--- src/rtl/sfo_regs.vh ---
// Constants shared by the execution unit and its stack
`ifndef SFO_REGS_VH
`define SFO_REGS_VH
// ==========================================================
// Operation selects presented by the decode path
`define SFO_OP_NONE 3'h0
`define SFO_OP_SWINT 3'h1
`define SFO_OP_OR_IMM 3'h2
`define SFO_OP_OR_REG 3'h3
`define SFO_OP_SP_STORE 3'h4
// ==========================================================
// Widths and fixed values
`define SFO_PC_W 10
`define SFO_VECTOR 10'h001
`define SFO_PC_RESET 10'h000
`define SFO_ACC_RESET 8'h00
`define SFO_SWINT_CYCLES 2'h3
`define SFO_FILE_AW 6
`define SFO_SPR_AW 4
`define SFO_ZERO_BYTE 8'h00
`endif

--- src/rtl/sfo_exec.v ---
// Execution unit for software interrupt, OR and special-page store
`include "sfo_regs.vh"
module sfo_exec #(
  parameter STACK_DEPTH = 8,
  parameter STACK_PTR_W = 3
) (
  clk,
  reset,
  op_valid,
  op_sel,
  op_literal,
  op_file_addr,
  op_dest,
  op_spr_addr,
  file_rdata,
  op_ready,
  program_counter,
  accumulator,
  zero_flag,
  file_we,
  file_waddr,
  file_wdata,
  spr_we,
  spr_addr,
  spr_wdata,
  stack_top,
  stack_level
);
  input wire clk;
  input wire reset;
  input wire op_valid;
  input wire [2:0] op_sel;
  input wire [7:0] op_literal;
  input wire [`SFO_FILE_AW-1:0] op_file_addr;
  input wire op_dest;
  input wire [`SFO_SPR_AW-1:0] op_spr_addr;
  input wire [7:0] file_rdata;
  output wire op_ready;
  output reg [`SFO_PC_W-1:0] program_counter;
  output reg [7:0] accumulator;
  output reg zero_flag;
  output reg file_we;
  output reg [`SFO_FILE_AW-1:0] file_waddr;
  output reg [7:0] file_wdata;
  output reg spr_we;
  output reg [`SFO_SPR_AW-1:0] spr_addr;
  output reg [7:0] spr_wdata;
  output wire [`SFO_PC_W-1:0] stack_top;
  output wire [STACK_PTR_W-1:0] stack_level;

  // ==========================================================
  // Sequence states
  // The software interrupt is the only multi-cycle op; every
  // other op retires from the idle state in the cycle it is taken
  localparam ST_IDLE = 2'b00; // Ready for a new op
  localparam ST_PUSH = 2'b01; // Return address goes onto the stack
  localparam ST_VECT = 2'b10; // Program counter jumps to the vector

  // ==========================================================
  // Internal signals
  reg [1:0] state_r; // Sequence state
  reg [1:0] state_nxt; // Next sequence state
  reg stack_push_r; // One-cycle push strobe
  wire [7:0] or_src; // Second OR operand
  wire [7:0] or_res; // OR result
  wire [`SFO_PC_W-1:0] pc_inc; // Address of the following instruction
  wire take; // Operation accepted this cycle
  wire take_swint; // Software interrupt accepted
  wire take_or_imm; // Immediate OR accepted
  wire take_or_reg; // Register OR accepted
  wire take_store; // Special-page store accepted

  // ==========================================================
  // Helper functions
  // Zero test shared by both OR forms
  function is_zero;
    input [7:0] v;
    begin
      is_zero = (v == `SFO_ZERO_BYTE);
    end
  endfunction

  // Step to the following instruction; wraps at the top of the
  // ten-bit space like a plain counter, which callers must expect
  function [`SFO_PC_W-1:0] pc_plus_one;
    input [`SFO_PC_W-1:0] pc;
    begin
      pc_plus_one = pc + {{(`SFO_PC_W-1){1'b0}}, 1'b1};
    end
  endfunction

  // Match of the op code against one encoding
  function op_is;
    input [2:0] sel;
    input [2:0] code;
    begin
      op_is = (sel == code);
    end
  endfunction

  // ==========================================================
  // Operand selection and decode
  // New ops are held off while the interrupt sequence runs, so
  // the decode path must keep op_valid up until op_ready is seen
  assign op_ready = (state_r == ST_IDLE);
  assign take = op_valid && op_ready;
  assign take_swint = take && op_is(op_sel, `SFO_OP_SWINT);
  assign take_or_imm = take && op_is(op_sel, `SFO_OP_OR_IMM);
  assign take_or_reg = take && op_is(op_sel, `SFO_OP_OR_REG);
  assign take_store = take && op_is(op_sel, `SFO_OP_SP_STORE);
  // The file read port is combinational, so the register form
  // sees R in the same cycle as the literal form sees its byte
  assign or_src = op_is(op_sel, `SFO_OP_OR_IMM) ? op_literal : file_rdata;
  assign or_res = accumulator | or_src;
  // Program counter has not moved yet when the push strobe fires
  assign pc_inc = pc_plus_one(program_counter);

  // ==========================================================
  // Return stack
  // Depth and overflow are the stack's business; this unit only
  // ever pushes, and returns are handled by other instructions
  sfo_return_stack #(
    .DEPTH(STACK_DEPTH),
    .PTR_W(STACK_PTR_W)
  ) u_stack (
    .clk(clk),
    .reset(reset),
    .push(stack_push_r),
    .push_addr(pc_inc),
    .top_addr(stack_top),
    .level(stack_level)
  );

  // ==========================================================
  // Sequence next state
  // Three cycles from acceptance to the vector: take, push, load
  always @* begin
    state_nxt = state_r;
    case (state_r)
      ST_IDLE: begin
        if (take_swint) begin
          state_nxt = ST_PUSH;
        end
      end
      ST_PUSH: begin
        // Second cycle: stack write lands, flags stay
        state_nxt = ST_VECT;
      end
      ST_VECT: begin
        // Third cycle ends the sequence
        state_nxt = ST_IDLE;
      end
      default: begin
        // Unused code: fall back to idle rather than lock up
        state_nxt = ST_IDLE;
      end
    endcase
  end

  // ==========================================================
  // Sequence state register
  always @(posedge clk) begin
    if (reset) begin
      state_r <= ST_IDLE;
    end else begin
      state_r <= state_nxt;
    end
  end

  // ==========================================================
  // Execution: single-cycle ops plus the interrupt sequence
  // Ops are only taken in the idle state, so the vector load of
  // the last interrupt cycle can never meet a taken op
  always @(posedge clk) begin
    if (reset) begin
      stack_push_r <= 1'b0;
      program_counter <= `SFO_PC_RESET;
      accumulator <= `SFO_ACC_RESET;
      zero_flag <= 1'b0;
      file_we <= 1'b0;
      file_waddr <= {`SFO_FILE_AW{1'b0}};
      file_wdata <= `SFO_ZERO_BYTE;
      spr_we <= 1'b0;
      spr_addr <= {`SFO_SPR_AW{1'b0}};
      spr_wdata <= `SFO_ZERO_BYTE;
    end else begin
      // Write strobes last one cycle
      stack_push_r <= 1'b0;
      file_we <= 1'b0;
      spr_we <= 1'b0;
      if (take_swint) begin
        // Push happens before the vector load
        stack_push_r <= 1'b1;
      end else if (take_or_imm) begin
        accumulator <= or_res;
        zero_flag <= is_zero(or_res);
        program_counter <= pc_inc;
      end else if (take_or_reg) begin
        if (op_dest) begin
          // Result goes back to the file
          file_we <= 1'b1;
          file_waddr <= op_file_addr;
          file_wdata <= or_res;
        end else begin
          accumulator <= or_res;
        end
        zero_flag <= is_zero(or_res);
        program_counter <= pc_inc;
      end else if (take_store) begin
        // Flags and accumulator untouched
        spr_we <= 1'b1;
        spr_addr <= op_spr_addr;
        spr_wdata <= accumulator;
        program_counter <= pc_inc;
      end else if (state_r == ST_VECT) begin
        // Last interrupt cycle: jump after the push
        program_counter <= `SFO_VECTOR;
      end else begin
        // Unknown codes and idle cycles leave the counter alone
        program_counter <= program_counter;
      end
    end
  end
endmodule // sfo_exec

--- src/rtl/sfo_return_stack.v ---
// Return-address stack that the software interrupt pushes into
`include "sfo_regs.vh"
module sfo_return_stack #(
  parameter DEPTH = 8,
  parameter PTR_W = 3
) (
  clk,
  reset,
  push,
  push_addr,
  top_addr,
  level
);
  input wire clk;
  input wire reset;
  input wire push;
  input wire [`SFO_PC_W-1:0] push_addr;
  output reg [`SFO_PC_W-1:0] top_addr;
  output reg [PTR_W-1:0] level;

  // Storage array; wraps silently, overflow handling lives elsewhere
  reg [`SFO_PC_W-1:0] mem_r [0:DEPTH-1];

  // ==========================================================
  // Push path
  always @(posedge clk) begin
    if (reset) begin
      level <= {PTR_W{1'b0}};
      top_addr <= `SFO_PC_RESET;
    end else if (push) begin
      mem_r[level] <= push_addr;
      top_addr <= push_addr;
      level <= level + {{(PTR_W-1){1'b0}}, 1'b1};
    end
  end
endmodule // sfo_return_stack

--- config.mk ---
export PLATFORM = sky130hd
export DESIGN_NAME = sfo_exec
export DESIGN_NICKNAME = d
export VERILOG_FILES = /design/src/rtl/sfo_exec.v /design/src/rtl/sfo_return_stack.v
export VERILOG_INCLUDE_DIRS = /design/src /design/src/rtl
export SDC_FILE = /design/constraint.sdc
export NUM_CORES = 1
export LEC_CHECK = 0
export BUFFER_PORTS_ARGS = -buffer_cell sky130_fd_sc_hd__buf_2
export CAP_MARGIN = 20
export CELL_PAD_IN_SITES_DETAIL_PLACEMENT = 0
export CELL_PAD_IN_SITES_GLOBAL_PLACEMENT = 1
export CORE_MARGIN = 2
export CORE_UTILIZATION = 35
export DETAILED_ROUTE_END_ITERATION = 6
export GPL_TIMING_DRIVEN = 0
export MAX_ROUTING_LAYER = met4
export PLACE_DENSITY = 0.89
export SLEW_MARGIN = 40
export SYNTH_ARGS = -nofsm -noshare
export SYNTH_HDL_FRONTEND = slang
export SYNTH_SLANG_ARGS = --single-unit
export TNS_END_PERCENT = 1
--- constraint.sdc ---
create_clock -name clk -period 4.3 [get_ports clk]
set_input_delay 0.215 -clock clk [delete_from_list [all_inputs] [get_ports clk]]
set_output_delay 0.215 -clock clk [all_outputs]
set_load 0.1 [all_outputs]
==> flow_summary.toml <==
[synth]
yosys_warnings = 0
syn_avg_cell_area_sq_um = 8.87
ys_seq_area_frac = 0.497
syn-cell-area_sq_mm = 0.00254
yosys-top-cells-area = "dfxtp_1 50%, nor2_1 7.5%, a211oi_1 5.0%"
ys_ff_latch = 63
synth_nets = 321
synth_top_area_frac = 0.497
yosys.area.top_type = "dfxtp_1"
ys_types = 32
synthCells = 286

[worst_setup_path]
endpoint_kind = "flip-flop"
criticalPathCategory = "reg -> reg"
cp_max_fo = 10
crit_chain = "nor3b_1, clkbuf_1, nand2_1, buf_1, mux2i_1, nor2_1"
rr_worst_depth = 6
cpMaxStageDelayCell = "clkbuf_1"
r2r_end = "spr_addr[2]"
r2r_slack_ns = 2.36
setup.worst_path.start_class = "flip-flop"
max_stage_delay_ns = 0.39
path_buf_inv = 2
reg2reg_from = "state_r[0]"
arrival_ns = 2.14
cp_top_family = "buffers and inverters"
critPathRequiredTime_ns = 4.50

[floorplan]
pin_count = 94
core_sq_mm = 0.00714
dieArea_sq_mm = 0.00794
num_rows = 31
start_util = 0.355
die_y_microns = 89.1
die_w_microns = 89.1

[final_layout]
nFillCells = 729
areaGrowthSynthToFinish_pct = 31.4
final_cell_mix = "97 x buf_2, 63 x dfxtp_1, 51 x nor2_1, 31 x nand2_1, 18 x a21oi_1"
final_util = 0.467
drive_gt1_frac = 0.305
multiInputGateArea_sq_mm = 0.00120
num_antenna_cells = 0
regArea_sq_mm = 0.00126
final_common_cell = "buf_2"
finalNetCount = 424

[global_route]
grt_use_total = 0.177
grt_overflow = 0
grt_pass1_wl_microns = 10500
antenna_found_initial = 0
grt_pass1_vias = 2113
grt_start_max_net_pins = 12

[worst_hold_path]
holdPathEnd = "file_waddr[1]"
hp-class = "in -> reg"
hold_start = "op_file_addr[1]"
holdPathStages = 3

[clock_tree]
cts_hold_buf = 0
cts.sinks = 63
post-cts-setup-buffer-count = 0
cts_root_buf = "clkbuf_8"
clock_latency_ns = 0.33
cts_made_buffers = 9
clk_pin_slew_worst_paths_ns = 0.07
cts_max_path_buffers = 2
cts_tree = "done"
cts_resized = 0
htree_levels = 3

[sta]
whs_ns = 0.114
max_freq_mhz = 516
hold_viol_final = 0
rsz0062_at_grt = "false"
setup_violations = 0
finalSetupTns_ns = 0
skew_ns = 0.00516
finalMaxSlewViolations = 0
worst_pin_slew_ns = 0.629
maxSlewHeadroom = 0.581
fin_crit_sh = 0.451
period_needed_ns = 1.94

[drt]
totalWireLength_microns = 6970
ant_nets = 0
post_drt_wl_per_cell_microns = 14.1
vias = 2416
first_pass_iters = 4
route.detailed.drc = 0
viasPerCell = 4.90
drt_iter0_drc = 95

[pwr]
powerDensity_mw_per_mm2 = 391
irDropWorstVdd_uv = 164
leakage_nw = 1.42

[place]
dp_hpwl_microns = 5170
portBuffers = 92
place_congestion = 0.858

[run_status]
status = "finished clean"

[flow_run]
drv_cap = 0
worst max-delay path by stage:
stage | startpoint | end | slack, ns | cells past startpoint
detailed placement | op_sel[0] | program_counter[7] | 2.21 | 7
CTS | state_r[0] | spr_addr[2] | 2.33 | 6
floorplan | state_r[0] | program_counter[7] | 1.70 | 5
global placement | op_sel[0] | program_counter[9] | 2.23 | 8
finish | state_r[0] | spr_addr[2] | 2.36 | 6
global route | state_r[0] | spr_addr[2] | 2.12 | 6
cells by family (layout without fill, tap and decap cells):
logic type                 after synthesis  after routing  synth area share
and+or+nand+nor                        134            134             0.243
DFF                                     63             63             0.497
AOI/OAI and AO/OA                       52             52             0.158
buffers and inverters                   18            126            0.0291
xor gates and xnor gates                10             10            0.0345
muxes                                    7              7            0.0276
adders and majority gates                2              2           0.00987
sequential cells by signal, indices dropped and copies added (netlist names):
register / count
file_waddr: 6
u_stack.level: 3
file_we: 1
spr_we: 1
spr_wdata: 8
u_stack.top_addr: 10
spr_addr: 4
stack_push_r: 1
file_wdata: 8
program_counter: 10
state_r: 2
zero_flag: 1
accumulator: 8
Yosys cell counts:
cell type  instances
o21ai_1            1
nor2_1            51
o21a_1             1
nor4_1             2
nand4_1            6
nand3_1           12
a31oi_1            2
clkbuf_1          12
nand2b_1           2
mux2i_1            7
a22oi_1            1
nor3_1             8
nand2_1           31
buf_2              5
xnor2_1            2
a311oi_1           2
ha_1               2
or3b_1             1
buf_1              1
and3_1             3
a221oi_2           8
a2bb2oi_1          1
a211oi_1          17
nand3b_1           1
and2_1             3
o21ai_0            1
xor2_1             8
dfxtp_1           63
or3_1              1
nor2b_1            9
a21oi_1           18
nor3b_1            4
tightest hold or removal path, stage by stage:
cell and delay (ns):
buf_2 0.09, nand2_1 0.04, a21oi_1 0.05
power by group:
group / total [mW] / internal, mW / switching [mW]
clock: 0.551 / 0.324 / 0.227
combinational: 0.153 / 0.0383 / 0.115
sequential: 0.599 / 0.592 / 0.00721
total: 1.30 / 0.955 / 0.349
layer usage:
metal / up-vias / global-route usage / part of all wire
met5: - / - / 0
met3: 8 / 0.0305 / 0.054
met2: 73 / 0.265 / 0.48
li1: 1211 / - / -
met4: 0 / 0.0773 / 0.011
met1: 1124 / 0.234 / 0.46
metrics by stage:
step / total power [mW] / cell area [sq um] / cells / setup WS, ns
finish: 1.30 / 3330 / 493 / 2.36
global route: 1.36 / 3330 / 493 / 2.12
CTS: 1.31 / 3330 / 493 / 2.33
detailed placement: 0.765 / 3120 / 477 / 2.21
global placement: 0.764 / 3120 / 477 / 2.23
floorplan: 0.724 / 2540 / 286 / 1.70
layout make-up:
type / count / area share
well taps: 99 / 0.0372
clock inverters: 6 / 0.0255
plain buffers: 18 / 0.0221
repair buffers: 92 / 0.138
flip-flops and latches: 63 / 0.378
clock buffers: 10 / 0.0383
multi-input cells: 205 / 0.360
Note: power is estimated with default switching activity, not from simulation.
